$ cat src/include/amx_pkg.sv
`default_nettype none
package amx_pkg;
    localparam logic [7:0] REG_SOFT_RESET = 8'h00;
    localparam logic [7:0] REG_VOICE = 8'h04;
    localparam logic [7:0] REG_MIC_LEGACY = 8'h0a;
    localparam logic [7:0] REG_CAPTURE_SRC = 8'h0c;
    localparam logic [7:0] REG_STEREO_SEL = 8'h0e;
    localparam logic [7:0] REG_MIC_MIX = 8'h1a;
    localparam logic [7:0] REG_MAIN_VOL = 8'h22;
    localparam logic [7:0] REG_SYNTH_VOL = 8'h26;
    localparam logic [7:0] REG_CD_VOL = 8'h28;
    localparam logic [7:0] REG_LINE_VOL = 8'h2e;
    localparam logic [7:0] REG_CHIP_ID = 8'h40;
    localparam logic [7:0] REG_SER_IN = 8'h42;
    localparam logic [7:0] REG_SER_OUT = 8'h44;
    localparam logic [7:0] REG_SER_ANALOG = 8'h46;
    localparam logic [7:0] REG_SER_MISC = 8'h48;
    localparam logic [7:0] REG_SER_FILTER = 8'h4c;
    localparam logic [7:0] REG_SER_FORMAT = 8'h4e;
    localparam logic [7:0] REG_HWV_CTRL = 8'h64;
    localparam logic [7:0] REG_HWV_CLEAR = 8'h66;
    localparam logic [7:0] REG_DMA2_CNT_LO = 8'h74;
    localparam logic [7:0] REG_DMA2_CNT_HI = 8'h76;
    localparam logic [7:0] REG_DMA2_CTRL1 = 8'h78;
    localparam logic [7:0] REG_DMA2_CTRL2 = 8'h7a;
    // Port offsets within the I/O window (base+4, base+5)
    localparam logic [3:0] PORT_MIX_ADDR = 4'h4;
    localparam logic [3:0] PORT_MIX_DATA = 4'h5;
    // Arbitrary neutral identification value
    localparam logic [7:0] CHIP_ID_VALUE = 8'h5a;
    localparam logic [7:0] ZERO8 = 8'h00;
    // Writable masks
    localparam logic [7:0] MASK_NIBBLE_PAIR = 8'hee;
    localparam logic [7:0] MASK_MIC_LEGACY = 8'h06;
    localparam logic [7:0] MASK_CAPTURE = 8'h06;
    localparam logic [7:0] MASK_STEREO = 8'h02;
    localparam logic [7:0] MASK_HWV = 8'h43;
    localparam logic [7:0] MASK_CTRL1 = 8'hd3;
    localparam logic [7:0] MASK_CTRL2 = 8'hc7;
    localparam logic [7:0] MASK_SER_ANALOG = 8'hbf;
    localparam logic [7:0] MASK_SER_MISC = 8'hf8;
    localparam logic [7:0] MASK_SER_FILTER = 8'h8f;
    localparam int OVR_BIT = 7;
    localparam int BYPASS_BIT = 6;
    localparam int SRC_HI = 5;
    localparam int SRC_LO = 4;
    localparam int HWV_REQ_BIT = 4;
    localparam int NREG = 23;

    typedef struct packed {
        logic [1:0] source;
        logic [3:0] volume_left;
        logic [3:0] volume_right;
        logic mic_preamp_bypass;
    } amx_input_type;

    typedef struct packed {
        logic [1:0] demand;
        logic auto_init;
        logic dma_enable;
        logic full_duplex;
        logic [1:0] irq_latch;
        logic data_signed;
        logic stereo;
        logic wide16;
        logic [15:0] reload_count;
    } amx_dma2_type;
endpackage
`default_nettype wire

$ cat src/logic/amx_register_bank.sv
// Function
// - Legacy mixer registers except mic mix are reachable directly at their own location.
// - Filter bits in capture-source and stereo registers are ignored.
// - Extension registers are reached only via the address/data port pair.
// - Address port value indexes the register moved through the data port.
// - Mic mix volume register clears to zero on reset.
// - Override bit plus serial mode selects the override source and volume.
// - Mono override volume drives both left and right input channels.
// - Override in serial mode with bypass bit set bypasses mic preamp.
// - Override source field: 00 line, 01 CD, 10 mic, 11 mixer.
// - Override volume supersedes the command-set input volume.
// - Second DMA reload count is 16 bits in low and high registers.
// - Control two: irq latch 7:6, sign 2, stereo 1, width 0.
`default_nettype none
module amx_register_bank (
    input wire logic core_clk,
    input wire logic nrst,
    input wire logic [3:0] io_addr,
    input wire logic io_wr,
    input wire logic io_rd,
    input wire logic [7:0] io_wdata,
    input wire logic [7:0] direct_addr,
    input wire logic direct_wr,
    input wire logic [7:0] direct_wdata,
    output logic [7:0] direct_rdata,
    output logic [7:0] io_rdata,
    input wire logic serial_mode_pin,
    input wire logic [1:0] normal_source,
    input wire logic [3:0] cmd_volume_left,
    input wire logic [3:0] cmd_volume_right,
    input wire logic hw_volume_event,
    output amx_pkg::amx_input_type input_path,
    output amx_pkg::amx_dma2_type dma2_cfg,
    output logic hw_volume_irq
);
    logic [7:0] index;
    logic [7:0] regs [amx_pkg::NREG];
    logic [7:0] offs [amx_pkg::NREG];
    logic [7:0] masks [amx_pkg::NREG];
    logic hwv_req;
    logic serial_sync1, serial_sync2;
    logic ext_wr, ext_rd;
    logic soft_reset;
    logic serial_active, override_on;
    logic [7:0] ext_rdata, dir_rdata_c;

    assign offs = '{amx_pkg::REG_VOICE, amx_pkg::REG_MIC_LEGACY, amx_pkg::REG_CAPTURE_SRC,
        amx_pkg::REG_STEREO_SEL, amx_pkg::REG_MIC_MIX, amx_pkg::REG_MAIN_VOL,
        amx_pkg::REG_SYNTH_VOL, amx_pkg::REG_CD_VOL, amx_pkg::REG_LINE_VOL,
        amx_pkg::REG_SER_IN, amx_pkg::REG_SER_OUT, amx_pkg::REG_SER_ANALOG,
        amx_pkg::REG_SER_MISC, amx_pkg::REG_SER_FILTER, amx_pkg::REG_SER_FORMAT,
        amx_pkg::REG_HWV_CTRL, amx_pkg::REG_DMA2_CNT_LO, amx_pkg::REG_DMA2_CNT_HI,
        amx_pkg::REG_DMA2_CTRL1, amx_pkg::REG_DMA2_CTRL2, amx_pkg::REG_CHIP_ID,
        amx_pkg::REG_HWV_CLEAR, amx_pkg::REG_SOFT_RESET};
    // Filter bits get no storage, so writing them cannot matter
    assign masks = '{amx_pkg::MASK_NIBBLE_PAIR, amx_pkg::MASK_MIC_LEGACY,
        amx_pkg::MASK_CAPTURE, amx_pkg::MASK_STEREO, 8'hff, amx_pkg::MASK_NIBBLE_PAIR,
        amx_pkg::MASK_NIBBLE_PAIR, amx_pkg::MASK_NIBBLE_PAIR, amx_pkg::MASK_NIBBLE_PAIR,
        8'hff, 8'hff, amx_pkg::MASK_SER_ANALOG, amx_pkg::MASK_SER_MISC,
        amx_pkg::MASK_SER_FILTER, 8'hff, amx_pkg::MASK_HWV, 8'hff, 8'hff,
        amx_pkg::MASK_CTRL1, amx_pkg::MASK_CTRL2, 8'h00, 8'h00, 8'h00};

    assign ext_wr = io_wr && io_addr == amx_pkg::PORT_MIX_DATA;
    assign ext_rd = io_rd && io_addr == amx_pkg::PORT_MIX_DATA;
    assign soft_reset = (ext_wr && index == amx_pkg::REG_SOFT_RESET) ||
        (direct_wr && direct_addr == amx_pkg::REG_SOFT_RESET);

    // Index latch for the indirect path
    always_ff @(posedge core_clk or negedge nrst) begin
        if (!nrst) begin
            index <= amx_pkg::ZERO8;
        end else if (io_wr && io_addr == amx_pkg::PORT_MIX_ADDR) begin
            index <= io_wdata;
        end
    end

    // Serial-mode pin crosses in from outside
    always_ff @(posedge core_clk or negedge nrst) begin
        if (!nrst) begin
            serial_sync1 <= 1'b0;
            serial_sync2 <= 1'b0;
        end else begin
            serial_sync1 <= serial_mode_pin;
            serial_sync2 <= serial_sync1;
        end
    end

    // Storage; direct writes reach the legacy entries, never mic mix
    genvar g;
    generate
        for (g = 0; g < amx_pkg::NREG; g++) begin : g_reg
            always_ff @(posedge core_clk or negedge nrst) begin
                if (!nrst) begin
                    regs[g] <= amx_pkg::ZERO8;
                end else if (soft_reset) begin
                    regs[g] <= amx_pkg::ZERO8;
                end else if (ext_wr && index == offs[g]) begin
                    regs[g] <= io_wdata & masks[g];
                end else if (g < 9 && offs[g] != amx_pkg::REG_MIC_MIX && direct_wr &&
                        direct_addr == offs[g]) begin
                    regs[g] <= direct_wdata & masks[g];
                end
            end
        end
    endgenerate

    // Hardware volume request: set beats clear
    always_ff @(posedge core_clk or negedge nrst) begin
        if (!nrst) begin
            hwv_req <= 1'b0;
        end else if (hw_volume_event) begin
            hwv_req <= 1'b1;
        end else if (ext_wr && index == amx_pkg::REG_HWV_CLEAR) begin
            hwv_req <= 1'b0;
        end
    end

    always_comb begin
        ext_rdata = amx_pkg::ZERO8;
        dir_rdata_c = amx_pkg::ZERO8;
        for (int i = 0; i < amx_pkg::NREG; i++) begin
            if (index == offs[i]) begin
                ext_rdata = regs[i];
            end
            if (i < 9 && offs[i] != amx_pkg::REG_MIC_MIX && direct_addr == offs[i]) begin
                dir_rdata_c = regs[i];
            end
        end
        if (index == amx_pkg::REG_CHIP_ID) begin
            ext_rdata = amx_pkg::CHIP_ID_VALUE;
        end
        if (index == amx_pkg::REG_HWV_CTRL) begin
            ext_rdata[amx_pkg::HWV_REQ_BIT] = hwv_req;
        end
    end

    always_ff @(posedge core_clk or negedge nrst) begin
        if (!nrst) begin
            io_rdata <= amx_pkg::ZERO8;
            direct_rdata <= amx_pkg::ZERO8;
        end else begin
            direct_rdata <= dir_rdata_c;
            if (ext_rd) begin
                io_rdata <= ext_rdata;
            end else if (io_rd && io_addr == amx_pkg::PORT_MIX_ADDR) begin
                io_rdata <= index;
            end
        end
    end

    // Serial mode: pin or forced bit in misc control
    assign serial_active = serial_sync2 || regs[12][amx_pkg::OVR_BIT];
    assign override_on = serial_active && regs[9][amx_pkg::OVR_BIT];

    // Outputs registered to keep the analog controls glitch free
    always_ff @(posedge core_clk or negedge nrst) begin
        if (!nrst) begin
            input_path <= '0;
        end else if (override_on) begin
            input_path.source <= regs[9][amx_pkg::SRC_HI:amx_pkg::SRC_LO];
            input_path.volume_left <= regs[9][3:0];
            input_path.volume_right <= regs[9][3:0];
            input_path.mic_preamp_bypass <= regs[9][amx_pkg::BYPASS_BIT];
        end else begin
            input_path.source <= normal_source;
            input_path.volume_left <= cmd_volume_left;
            input_path.volume_right <= cmd_volume_right;
            input_path.mic_preamp_bypass <= 1'b0;
        end
    end

    always_ff @(posedge core_clk or negedge nrst) begin
        if (!nrst) begin
            dma2_cfg <= '0;
            hw_volume_irq <= 1'b0;
        end else begin
            dma2_cfg.reload_count <= {regs[17], regs[16]};
            dma2_cfg.demand <= regs[18][7:6];
            dma2_cfg.auto_init <= regs[18][4];
            dma2_cfg.dma_enable <= regs[18][1];
            dma2_cfg.full_duplex <= regs[18][0];
            dma2_cfg.irq_latch <= regs[19][7:6];
            dma2_cfg.data_signed <= regs[19][2];
            dma2_cfg.stereo <= regs[19][1];
            dma2_cfg.wide16 <= regs[19][0];
            hw_volume_irq <= hwv_req && regs[15][1];
        end
    end

    property p_override_vol;
        @(posedge core_clk) disable iff (!nrst)
        override_on |=> input_path.volume_left == input_path.volume_right;
    endproperty
    a_override_vol: assert property (p_override_vol) else $error("override vol split");

    property p_mic_reset;
        @(posedge core_clk) disable iff (!nrst)
        soft_reset |=> regs[4] == amx_pkg::ZERO8;
    endproperty
    a_mic_reset: assert property (p_mic_reset) else $error("mic mix not cleared");

    property p_filter_ignored;
        @(posedge core_clk) disable iff (!nrst)
        1'b1 |-> (regs[2] & ~amx_pkg::MASK_CAPTURE) == amx_pkg::ZERO8 &&
            (regs[3] & ~amx_pkg::MASK_STEREO) == amx_pkg::ZERO8;
    endproperty
    a_filter_ignored: assert property (p_filter_ignored) else $error("filter bit kept");

    property p_no_override;
        @(posedge core_clk) disable iff (!nrst)
        !override_on |=> input_path.source == $past(normal_source) &&
            !input_path.mic_preamp_bypass;
    endproperty
    a_no_override: assert property (p_no_override) else $error("override leaked");

    property p_source;
        @(posedge core_clk) disable iff (!nrst)
        override_on |=> input_path.source == $past(regs[9][5:4]);
    endproperty
    a_source: assert property (p_source) else $error("wrong override source");

    property p_count;
        @(posedge core_clk) disable iff (!nrst)
        ##1 dma2_cfg.reload_count == {$past(regs[17]), $past(regs[16])};
    endproperty
    a_count: assert property (p_count) else $error("reload count mismatch");

    property p_index;
        @(posedge core_clk) disable iff (!nrst)
        io_wr && io_addr == amx_pkg::PORT_MIX_ADDR |=> index == $past(io_wdata);
    endproperty
    a_index: assert property (p_index) else $error("index not latched");

    property p_ctrl1;
        @(posedge core_clk) disable iff (!nrst)
        1'b1 |-> (regs[18] & ~amx_pkg::MASK_CTRL1) == amx_pkg::ZERO8;
    endproperty
    a_ctrl1: assert property (p_ctrl1) else $error("reserved control bit set");

    property p_mix_indirect;
        @(posedge core_clk) disable iff (!nrst)
        direct_wr && direct_addr != amx_pkg::REG_SOFT_RESET && !ext_wr |=> $stable(regs[4]);
    endproperty
    a_mix_indirect: assert property (p_mix_indirect) else $error("mic mix direct");

    property p_ext_write;
        @(posedge core_clk) disable iff (!nrst)
        ext_wr && index == amx_pkg::REG_SER_IN && !soft_reset |=> regs[9] == $past(io_wdata);
    endproperty
    a_ext_write: assert property (p_ext_write) else $error("data port write lost");

    property p_ext_read;
        @(posedge core_clk) disable iff (!nrst)
        ext_rd && index == amx_pkg::REG_MIC_MIX |=> io_rdata == $past(regs[4]);
    endproperty
    a_ext_read: assert property (p_ext_read) else $error("data port read wrong");

    property p_addr_read;
        @(posedge core_clk) disable iff (!nrst)
        io_rd && io_addr == amx_pkg::PORT_MIX_ADDR |=> io_rdata == $past(index);
    endproperty
    a_addr_read: assert property (p_addr_read) else $error("index read wrong");

    property p_direct_read;
        @(posedge core_clk) disable iff (!nrst)
        direct_addr == amx_pkg::REG_VOICE |=> direct_rdata == $past(regs[0]);
    endproperty
    a_direct_read: assert property (p_direct_read) else $error("direct read wrong");

    property p_chip_id;
        @(posedge core_clk) disable iff (!nrst)
        ext_rd && index == amx_pkg::REG_CHIP_ID |=> io_rdata == amx_pkg::CHIP_ID_VALUE;
    endproperty
    a_chip_id: assert property (p_chip_id) else $error("identifier wrong");

    property p_ctrl2;
        @(posedge core_clk) disable iff (!nrst)
        1'b1 |-> (regs[19] & ~amx_pkg::MASK_CTRL2) == amx_pkg::ZERO8;
    endproperty
    a_ctrl2: assert property (p_ctrl2) else $error("reserved bit in control two");

    property p_bypass;
        @(posedge core_clk) disable iff (!nrst)
        override_on |=> input_path.mic_preamp_bypass == $past(regs[9][amx_pkg::BYPASS_BIT]);
    endproperty
    a_bypass: assert property (p_bypass) else $error("preamp bypass wrong");

    property p_override_level;
        @(posedge core_clk) disable iff (!nrst)
        override_on |=> input_path.volume_left == $past(regs[9][3:0]);
    endproperty
    a_override_level: assert property (p_override_level) else $error("override vol ignored");

    property p_ctrl1_fields;
        @(posedge core_clk) disable iff (!nrst)
        1'b1 |=> dma2_cfg.demand == $past(regs[18][7:6]) &&
            dma2_cfg.auto_init == $past(regs[18][4]) &&
            dma2_cfg.dma_enable == $past(regs[18][1]) &&
            dma2_cfg.full_duplex == $past(regs[18][0]);
    endproperty
    a_ctrl1_fields: assert property (p_ctrl1_fields) else $error("control one fields");

    property p_ctrl2_fields;
        @(posedge core_clk) disable iff (!nrst)
        1'b1 |=> dma2_cfg.irq_latch == $past(regs[19][7:6]) &&
            dma2_cfg.data_signed == $past(regs[19][2]) &&
            dma2_cfg.stereo == $past(regs[19][1]) &&
            dma2_cfg.wide16 == $past(regs[19][0]);
    endproperty
    a_ctrl2_fields: assert property (p_ctrl2_fields) else $error("control two fields");

    property p_hwv_clear;
        @(posedge core_clk) disable iff (!nrst)
        ext_wr && index == amx_pkg::REG_HWV_CLEAR && !hw_volume_event |=> !hwv_req;
    endproperty
    a_hwv_clear: assert property (p_hwv_clear) else $error("volume request not cleared");
endmodule
`default_nettype wire

$ cat config.mk
export PLATFORM = sky130hd
export DESIGN_NAME = amx_register_bank
export DESIGN_NICKNAME = d
export VERILOG_FILES = /design/src/include/amx_pkg.sv /design/src/logic/amx_register_bank.sv
export SDC_FILE = /design/constraint.sdc
export NUM_CORES = 1
export LEC_CHECK = 0
export ABC_AREA = 1
export ABC_CLOCK_PERIOD_IN_PS = 1800
export BUFFER_PORTS_ARGS = -buffer_cell sky130_fd_sc_hd__buf_2
export CORE_MARGIN = 2
export CORE_UTILIZATION = 30
export CTS_BUF_LIST = sky130_fd_sc_hd__clkbuf_4
export CTS_CLUSTER_SIZE = 12
export DETAILED_ROUTE_END_ITERATION = 10
export GPL_TIMING_DRIVEN = 0
export PLACE_DENSITY = 0.56
export SYNTH_ARGS = -nofsm -noshare
export SYNTH_HDL_FRONTEND = slang
export SYNTH_SLANG_ARGS = --single-unit
$ cat constraint.sdc
create_clock -name core_clk -period 1.8 [get_ports core_clk]
set_input_delay 0.09 -clock core_clk [delete_from_list [all_inputs] [get_ports core_clk]]
set_output_delay 0.09 -clock core_clk [all_outputs]
set_load 0.02 [all_outputs]
# ---- Word level (Yosys, flattened, before mapping)
# Index checks and enable logic that the tools add are counted.
dict set report op_classes {
  eq_ne 32
  mux 89
  n_reduce_logical 65
}
# operator count
set op_table {}
lappend op_table {{8-bit 2-to-1 mux} 85}
lappend op_table {{8-bit by 7-bit == test with 1-bit output, second input constant} 13}
lappend op_table {{8-bit by 6-bit == test with 1-bit output, second input constant} 8}
lappend op_table {{8-bit by 4-bit == test with 1-bit output, second input constant} 6}
lappend op_table {{1-bit logical AND} 37}
lappend op_table {{2-bit nonzero test} 16}
lappend op_table {{3-bit nonzero test} 8}
lappend op_table {{8-bit by 3-bit == test with 1-bit output, second input constant} 2}
lappend op_table {{8-bit logical NOT} 2}
lappend op_table {{11-bit 2-to-1 mux} 1}
lappend op_table {{4-bit by 3-bit == test with 1-bit output, second input constant} 2}
lappend op_table {{8-bit by 5-bit == test with 1-bit output, second input constant} 1}
lappend op_table {{1-bit 2-to-1 mux} 3}
lappend op_table {{1-bit logical OR} 2}
dict set report word_totals {
  ff_bits 241
  input_bits 45
  out_inout_bits 54
  word_cells 228
}

# ---- Longest topological paths before layout
# Gate-level depths: netlist of the first run.
dict set report depth {
  word_depth 26
  mapped_depth 22
  depth_no_buf 22
}

# ---- Least setup slack after synthesis of the first run
# Ideal clock, no wire load.
dict set report synth_timing {
  path_type {register to register}
  startpoint {register index[4]}
  endpoint {register io_rdata[1]}
  t_arrival_ns 1.728
  required_time_ns 1.683
  setup_slack_ns -0.045
  path_stages_with_launch 23
  n_path_buf 0
  period_less_slack_ns 1.845
  path_cell_list {dfrtp_1 inv_2 nand2_1 nor2_1 nand2_2 inv_1 nand2_1 nand2_1 nand3_1 nand2_1 nand4_1 nand2_1 nand2_1 nand2_1 nand3_1 nand2_1 nand3_1 nand2_1 nand2_1 nand2_1 nand2_1 nand2_1 nand2_1}
}
dict set report synth_via {
  elab_chain_len 25
}
# item line_no
set synth_lines {}
lappend synth_lines {{start: declaration} amx_register_bank.sv:36} ;# logic [7:0] index;
lappend synth_lines {{start signal: assignment} amx_register_bank.sv:71} ;# index <= amx_pkg::ZERO8;
lappend synth_lines {{start signal: assignment} amx_register_bank.sv:73} ;# index <= io_wdata;
lappend synth_lines {{8-bit by 3-bit == test with 1-bit output} amx_register_bank.sv:122} ;# if (index == offs[i]) begin
lappend synth_lines {{8-bit 2-to-1 mux (22 in a row)} amx_register_bank.sv:122}
lappend synth_lines {{8-bit 2-to-1 mux (*)} amx_register_bank.sv:129} ;# if (index == amx_pkg::REG_CHIP_ID) begin
lappend synth_lines {{8-bit 2-to-1 mux (*)} amx_register_bank.sv:143} ;# if (ext_rd) begin
lappend synth_lines {{end signal: assignment} amx_register_bank.sv:139} ;# io_rdata <= amx_pkg::ZERO8;
lappend synth_lines {{end signal: assignment} amx_register_bank.sv:144} ;# io_rdata <= ext_rdata;
lappend synth_lines {{end signal: assignment} amx_register_bank.sv:146} ;# io_rdata <= index;
lappend synth_lines {{end: declaration} amx_register_bank.sv:26} ;# output logic [7:0] io_rdata,
# Mark *: on every way between the ends. The rest lies on a longest branch, timed or not.
# A chain may end at the register's enable or synchronous reset.

# ---- Final worst setup path of the first run
dict set report layout_timing {
  startpoint {register index[0]}
  endpoint {register regs[106] (netlist bit)}
}
dict set report layout_via {
  elab_chain_len 4
}
# item line_no
set layout_lines {}
lappend layout_lines {{8-bit logical NOT} amx_register_bank.sv:65} ;# assign soft_reset = (ext_wr && index == amx_pkg::REG_SOFT_RESET) ||
lappend layout_lines {{1-bit logical AND} amx_register_bank.sv:65}
lappend layout_lines {{1-bit logical OR} amx_register_bank.sv:65}
lappend layout_lines {{8-bit 2-to-1 mux or 2-bit nonzero test (tied branches)} --}
lappend layout_lines {{end signal: indexed assignment} amx_register_bank.sv:94} ;# regs[g] <= amx_pkg::ZERO8;
lappend layout_lines {{end signal: indexed assignment} amx_register_bank.sv:96} ;# regs[g] <= amx_pkg::ZERO8;
lappend layout_lines {{end signal: indexed assignment} amx_register_bank.sv:98} ;# regs[g] <= io_wdata & masks[g];
lappend layout_lines {{end: declaration} amx_register_bank.sv:37} ;# logic [7:0] regs [amx_pkg::NREG];
# Parallel ways exist; a longest one is shown, timed or not.

==> impl.org, run 1 <==
** Power and ir drop
- VDD sags by at most 0.3321 mV.
- Power spread over the standard cell area amounts to 829.4 mW/mm2.
- Power consumption :: 8.467 mW
- In this run the static leakage power is 4.958 nW.

** STA
- Across all hold checks on the routed design, the worst slack comes to 16.64 ps.
- The final-report max-slew violation count is 0.
- RSZ-0062 raised after global routing :: yes
- In this run the tightest slew margin relative to its limit is 58.16%.
- Setup violations remaining at the end of the flow were counted as 121.
- Timing would allow up to 0.4213 GHz.
- Across the routed clock network, the largest skew measured is 24.92 ps.
- The number of hold violations in the final report came to 0.
- The final critical path takes up 131.9% of the cycle.
- Worst-margin pin slew :: 625.2 ps
- Minimum clock period after layout :: 2373 ps
- Final total negative setup slack :: -54280 ps
- Final setup slack of the worst path :: -573.4 ps

** Die
- The initial utilization of the core area, before any placement, comes to 30.58%.
- Die height :: 170.0 um
- After floorplanning, the core was divided into 60 placement rows.
- Floorplan die width :: 170.0 um
- For this design the top-level I/O count stands at 99.
- The core region is 0.02703 mm2.
- The die covers 0.02889 mm2.

** Cells and area
- Antenna diode instance count :: 0
- After the flow finishes, the layout carries non-filler instances totaling 1488.
- Of the cells placed in the final design, the portion with a size suffix greater than 1 is 23.80%.
- Registers take 0.004412 mm2.
- Fill cell instance count of the final layout :: 2828
- Once layout is complete, the utilization of the core stands at 37.77%.
- Area of combinational cells with multiple inputs :: 0.003421 mm2
- Final #Nets :: 1179
- Layout-stage area growth over the synthesis result :: 23.51%
- Area of all placed cells without fillers :: 0.01021 mm2

** Setup path
- Source of the worst register-to-register timing path :: index[0]
- Data on the critical path is required at its endpoint by 2270 ps.
- The worst setup path is launched from a register.
- Depth of the worst register-to-register path :: 10
- Worst r2r dst :: regs[106]
- Of all nets on the critical path, the largest fanout is 10.
- Setup CP Type :: reg -> reg
- Endpoint arrival time on the critical path :: 2840 ps
- Worst setup EP type :: register
- The worst register-to-register path has a setup slack of -570 ps.

** Global routing
- Remaining Overflow, GRT :: 0
- The number of global-route vias before repair was 7294.
- First-pass GRT wire length :: 41.39 mm
- The initial antenna violation count came to 0.
- Global routing used 18.79% of the available tracks.
- Largest net degree at the start of global routing :: 104

** Yosys
- nand2_1 is the most common cell in the netlist.
- For this run, the number of Yosys warnings is 0.
- In this run, distinct cell masters in the synthesized netlist total 37.
- Area share of and/or/nand/nor cells after synthesis :: 21.03%
- Synthesis handed over a netlist of 963 instances.
- The biggest area contributor in the post-synthesis netlist is dfrtp_1.
- Most used flip-flop cell after synthesis :: dfrtp_1
- The cell area that synthesis handed to floorplanning was 0.008265 mm2.
- Mean Syn Cell Area :: 8.583 um2
- Ranked by total cell area, the synthesized netlist is headed by dfrtp_1 53%, nand2_1 9.4%, o21ai_0 6.1%, inv_1 5.2%, o221ai_1 3.6%.
- Summing the sequential cell areas from Yosys gives 53.28% of the chip area.
- Summing the areas of all compound-gate instances in the mapped netlist gives 18.32% of the synthesized area.
- In the synthesized netlist, mux cells make up 0% of the area.
- Summing the areas of all xor and xnor instances in the mapped netlist gives 0% of the synthesized area.
- Largest family of logic cells by synthesized area :: simple AND/OR/NAND/NOR gates
- Number of synthesized register bits :: 176
- Share of synthesized registers carrying an async set or reset :: 100.0%
- The synthesized design contains 0 enable-type register cells.
- Summing the areas of all fa, ha and maj instances in the mapped netlist gives 0% of the synthesized area.
- The commonest cells after synthesis are 207 x nand2_1, 176 x dfrtp_1, 114 x inv_1, 100 x o21ai_0, 64 x nor2_1.
- The share of synthesized area in the top cell type comes to 53.28%.

** Run status
- The checks that failed: negative setup slack.
- The flow ran to the end, but the final reports show violations.

** Clock network
- Counting every sink on the clock net gives 176.
- At the later pin of the worst-skew pair, clock insertion delay measures 610 ps.
- TritonCTS built the clock tree.
- The number of clock buffers added by TritonCTS is 17.
- Clock tree synthesis selected as its root buffer the cell clkbuf_4.
- Clock transition at path regs :: 170 ps
- The longest clock path from root to sink contains 2 buffers.
- Total number of H-tree levels :: 4

** Placement
- Once detailed placement completed, the half-perimeter wirelength came to 18.64 mm.
- Routability-driven placement finished with a final weighted congestion of 0.9066.
- Counting tap cells, the placed design contains a total of 1398 instances.
- In this run the cell area measured after placement is 0.009206 mm2.
- Input and output buffers added on the ports amount to 92.
- Place WS :: -920.4 ps

** Flow run
- # Max-Cap Violations :: 0

** Routing
- The final layout contains routed wiring with a total length of 26.54 mm.
- Final routed wire length divided by cell count :: 17.84 um
- Number of detailed-route iterations in the first pass :: 5
- DRC :: 0
- Detailed router's first-iteration violation count :: 596
- After detailed routing, the number of vias per cell comes to 5.067.
- The count of nets left with antenna violations once routing finished came out at 0.
- The routed layout has 7540 vias.

** Worst hold path
- The tightest min-delay check is of the in -> async type.
[flip-flops by register name, summed over array words and instances, names as in the netlist]
| name | flops |
|---|---|
| direct_rdata | 6 |
| dma2_cfg | 26 |
| hw_volume_irq | 1 |
| hwv_req | 1 |
| index | 8 |
| input_path | 11 |
| io_rdata | 8 |
| regs | 113 |
| serial_sync1 | 1 |
| serial_sync2 | 1 |
[metal layers]
metal / vias up / share of wire (%) / track usage (%) / wire (um)
li1: 3600 / - / - / -
met1: 3642 / 47 / 26.16 / 12410
met2: 270 / 46 / 30.81 / 12200
met3: 28 / 6.0 / 2.767 / 1591
met4: 0 / 1.3 / 4.719 / 346
met5: - / 0 / 0 / 0
[cell usage in the layout (no fill, tap or decap), types with 8 or more instances in the layout]
cell type,synthesis,layout
buf_4,6,29
dlygate4sd3_1,0,31
o22ai_1,38,38
nand2_2,5,14
buf_2,7,97
nor2_4,10,18
nand3_1,59,58
clkbuf_1,10,8
inv_1,114,106
inv_2,14,17
dfrtp_1,176,170
nor2_1,64,52
o221ai_1,34,33
nand2_1,207,194
clkbuf_4,0,18
nor3_1,8,8
nor2_2,11,15
o21ai_0,100,95
o21ai_1,12,16
a21oi_1,38,37
[critical path, stage by stage (launching register included)]
cell and delay, ps:
dfrtp_2 480, nor2_1 250, nand3_1 170, nor2_1 200
nand2_1 150, nand2_2 250, inv_1 90, buf_2 210
buf_2 230, nand3_1 80, o21ai_0 110
[kinds of logic (layout without fill, tap and decap cells)]
kind of cell	count (synthesis)	count (layout)
other	1	2
AO/OA/AOI/OAI	250	250
AND/OR/NAND/NOR	383	383
flip-flops	176	176
buffers and inverters	153	336
[power by group]
| part | internal [mW] | switching (mW) |
|---|---|---|
| registers | 4.34 | 0.231 |
| logic | 0.516 | 0.993 |
| clock network | 0.762 | 1.63 |
[worst max path at each step]
stage	slack, ps	depth (start not counted)	endpoint	from
floorplan	-10	10	regs[115]	index[7]
global route	-720	17	io_rdata[7]	index[1]
CTS	-530	10	regs[115]	index[1]
detailed placement	-920	9	regs[101]	index[5]
finish	-570	10	regs[106]	index[0]
global placement	-2290	1	direct_rdata[7]	nrst
[layout make-up]
class / instances / area share (%)
Tap cell: 341 / 4.179
Multi-Input combinational cell: 635 / 33.51
Clock inverter: 15 / 1.581
Clock buffer: 17 / 1.250
Timing Repair Buffer: 151 / 9.977
Buffer: 25 / 1.409
Sequential cell: 176 / 43.22
Inverter: 128 / 4.878
[what timing repair did]
item / in CTS / in global routing
gates cloned: 0 / 0
pin swaps: 11 / 8
hold buffers: 31 / 0
resized for setup: 50 / 19
setup endpoints to repair: 121 / 131
buffers inserted: 17 / 10
hold endpoints to repair: 172 / 0
No activity file was read; power rests on OpenSTA's default activity.
==> run 2: changes to the inputs <==
- CORE_ASPECT_RATIO: unset -> 1.25
- SETUP_SLACK_MARGIN: unset -> 0.4
==> run 2 against run 1 <==
The run still ends with negative setup slack left. Via count grew 7.7%. First-iteration DRC count is 2.2% higher. Maximum frequency decreased by 2.0%. Global-route usage is 1.0 points higher. Setup slack got worse by 49 ps.
==> impl.org, run 2 (synthesis gave the netlist of run 1 again) <==
** STA
- Fin crit share :: 134.6%
- The final-report max-slew violation count came to 0.
- Static timing analysis puts the maximum clock frequency at 0.4128 GHz.
- For the final database, setup skew stands at 19.70 ps.
- Worst-case headroom to the max-slew limit :: 50.64%
- Worst-margin pin slew :: 740.4 ps
- Final setup slack of the worst path :: -622.4 ps
- Setup violations remaining at the end of the flow were counted as 121.
- Number of endpoints with negative hold slack in the final report :: 0
- The smallest clock period supported by the final layout is computed as 2422 ps.
- Setup repair after global routing could not meet its margin everywhere.
- Across all hold checks on the routed design, the worst slack comes to 24.26 ps.
- Summed over all failing endpoints, the final setup total negative slack is -32010 ps.

** Power and ir drop
- Power density over the cells :: 701.5 mW/mm2
- Worst VDD drop :: 0.2763 mV
- Summed over all cells, the static leakage comes to 5.806 nW.

** Clock network
- Counting along the longest clock path gives a buffer depth of 2.
- Clock transition at path regs :: 140 ps
- Counting the buffers created by CTS gives 17.
- The later pin in the worst-skew pair is clocked with a latency of 580 ps.
- Total number of H-tree levels :: 4
- The tree built by TritonCTS fans out to 176 sinks.
- TritonCTS built the clock tree.
- Clock root cell :: clkbuf_4

** Routing
- The final layout contains routed wiring with a total length of 29.47 mm.
- Detailed router's first-iteration violation count :: 609
- DR vias :: 8118
- Number of detailed-route iterations in the first pass :: 7
- Final routed wire length divided by cell count :: 18.82 um
- Remaining antenna violation count :: 0
- For this run, design rule violations remaining after detail routing come to 0.
- Vias per std cell :: 5.184

** Die
- Die height :: 189.6 um
- Number of placement rows :: 67
- The core region is 0.02699 mm2.
- Floorplan die width :: 152.5 um
- Once the floorplan was initialized, standard cells occupied 30.62% of the core.
- The die covers 0.02890 mm2.
- 99 I/O pins were placed.

** Cells and area
- In the final design database the tool counted 1253 nets.
- Sequential cell area :: 0.004413 mm2
- Flip-flop count of the largest register after layout :: 113
- Layout cells sized above 1 :: 42.95%
- From synthesis to final layout, the design area changed by 50.68%.
- Register with the most flip-flops :: regs
- Summing all multi-input logic gate instances after layout gives 0.004532 mm2.
- Most common cell after layout, fill and taps aside :: nand2_1
- Area of all placed cells without fillers :: 0.01245 mm2
- Fill cell instance count of the final layout :: 2515
- In the final layout, the registers with the most flip-flops are regs x113, dma2_cfg x26, input_path x11.
- In the layout the commonest cells are 171 x nand2_1, 169 x dfrtp_1, 94 x inv_1.

** Setup path
- Worst setup EP type :: register
- Setup slack on the worst reg-to-reg path comes out at -620 ps.
- Measured in cells, the most critical reg-to-reg path has a length of 22.
- Endpoint arrival time on the critical path :: 2910 ps
- Critical Path Source Type :: register
- The endpoint identified for the worst register-to-register timing path is io_rdata[1].
- Critical Path RT :: 2290 ps
- The startpoint identified for the worst register-to-register timing path is index[5].
- Maximum fanout encountered on the critical timing path :: 4
- Setup CP Type :: reg -> reg

** Global routing
- Across every metal layer, demand over resource in global routing totals 19.81%.
- Remaining Overflow, GRT :: 0
- The initial antenna violation count was 1.
- The number of global-route vias before repair was 7907.
- First-pass GRT wire length :: 44.34 mm
- Entering global routing, the biggest net connects 113 pins.

** Worst hold path
- The worst hold path belongs to the class in -> async.

** Placement
- Final Wtd Congestion :: 0.8783
- The placed instances occupy a cell area of 0.009375 mm2.
- Count of buffers from port buffering :: 92
- DP HPWL :: 18.73 mm
- At the placement stage, the worst setup path has a slack of -752.2 ps.

** Flow run
- Across the run, the number of max-cap violations was 0.

** Run status
- The final reports fail on negative setup slack.
- The run finished, with violations left.
## run 2: cell types whose count changed in the layout (fill, tap and decap cells not counted), sizes merged
cell / change
buf: +69
clkbuf: +4
a21oi: +1
clkinv: +7
bufinv: +1
diode: +1
clkinvlp: +1
dlygate4sd3: -2
inv: -9
nor2: +1
## run 2: worst max-delay path by stage
stage / slack (ps) / cells after the start / end / from
2_1_floorplan: -3 / 15 / io_rdata[1] / index[7]
3_3_place_gp: -2200 / 1 / index[5] / nrst
3_5_place_dp: -750 / 11 / regs[33] / io_addr[1]
4_1_cts: -550 / 17 / io_rdata[2] / index[1]
5_1_grt: -730 / 21 / io_rdata[1] / index[3]
6_report: -620 / 22 / io_rdata[1] / index[5]
## run 2: area by class of cell
cell class | count | area share (%)
Clock inverter | 13 | 1.115
Sequential cell | 176 | 35.43
Multi-Input combinational cell | 637 | 36.39
Tap cell | 345 | 3.466
Timing Repair Buffer | 221 | 15.37
Buffer | 25 | 2.351
Clock buffer | 18 | 1.085
Inverter | 128 | 4.641
Antenna cell | 1 | 0.02009
Timing Repair inverter | 2 | 0.1306
## run 2: routing by layer
layer  track usage [%]  share of wire, %  vias to the layer above
li1                  -                 -                     3759
met1             22.83                39                     3970
met2             35.90                52                      299
met3             2.597               4.7                       90
met4             10.43               5.0                        0
met5                 0                 0                        -
## run 2: per-stage QoR
step,utilization (%),cells,power [mW]
after CTS,43.38,1540,8.580
final,46.14,1566,8.736
after global placement,34.59,1401,5.907
after global routing,46.14,1566,9.134
after detailed placement,34.73,1402,5.938
after floorplan,-,964,5.396
## run 2: worst max-delay path, stage by stage, from the launching register on
cell and delay (ps):
dfrtp_2 480, inv_4 100, nand2_4 70, nor2_4 160
nand2_4 70, inv_2 50, nand2_1 60, nand2_1 100
nand3_1 80, nand2_1 110, nand4_1 120, nand2_1 120
nand2_2 60, nand2_2 80, nand3_2 70, nand2_2 90
nand3_2 80, nand2_1 70, nand2_1 50, nand2_1 100
nand2_1 60, nand2_1 90, nand2_1 50
## run 2: power breakdown
group	leakage, nW	switching, mW	internal, mW
Sequential	2.12	0.240	4.34
Combinational	3.54	1.16	0.722
Clock	0.140	1.43	0.836
## run 2: timing repair
item	CTS	global route
hold buffers	29	0
setup endpoints to repair	132	124
endpoints found under the hold margin	250	0
gates resized for setup	319	125
cloned	15	1
setup buffers	63	24
pin swaps	49	56
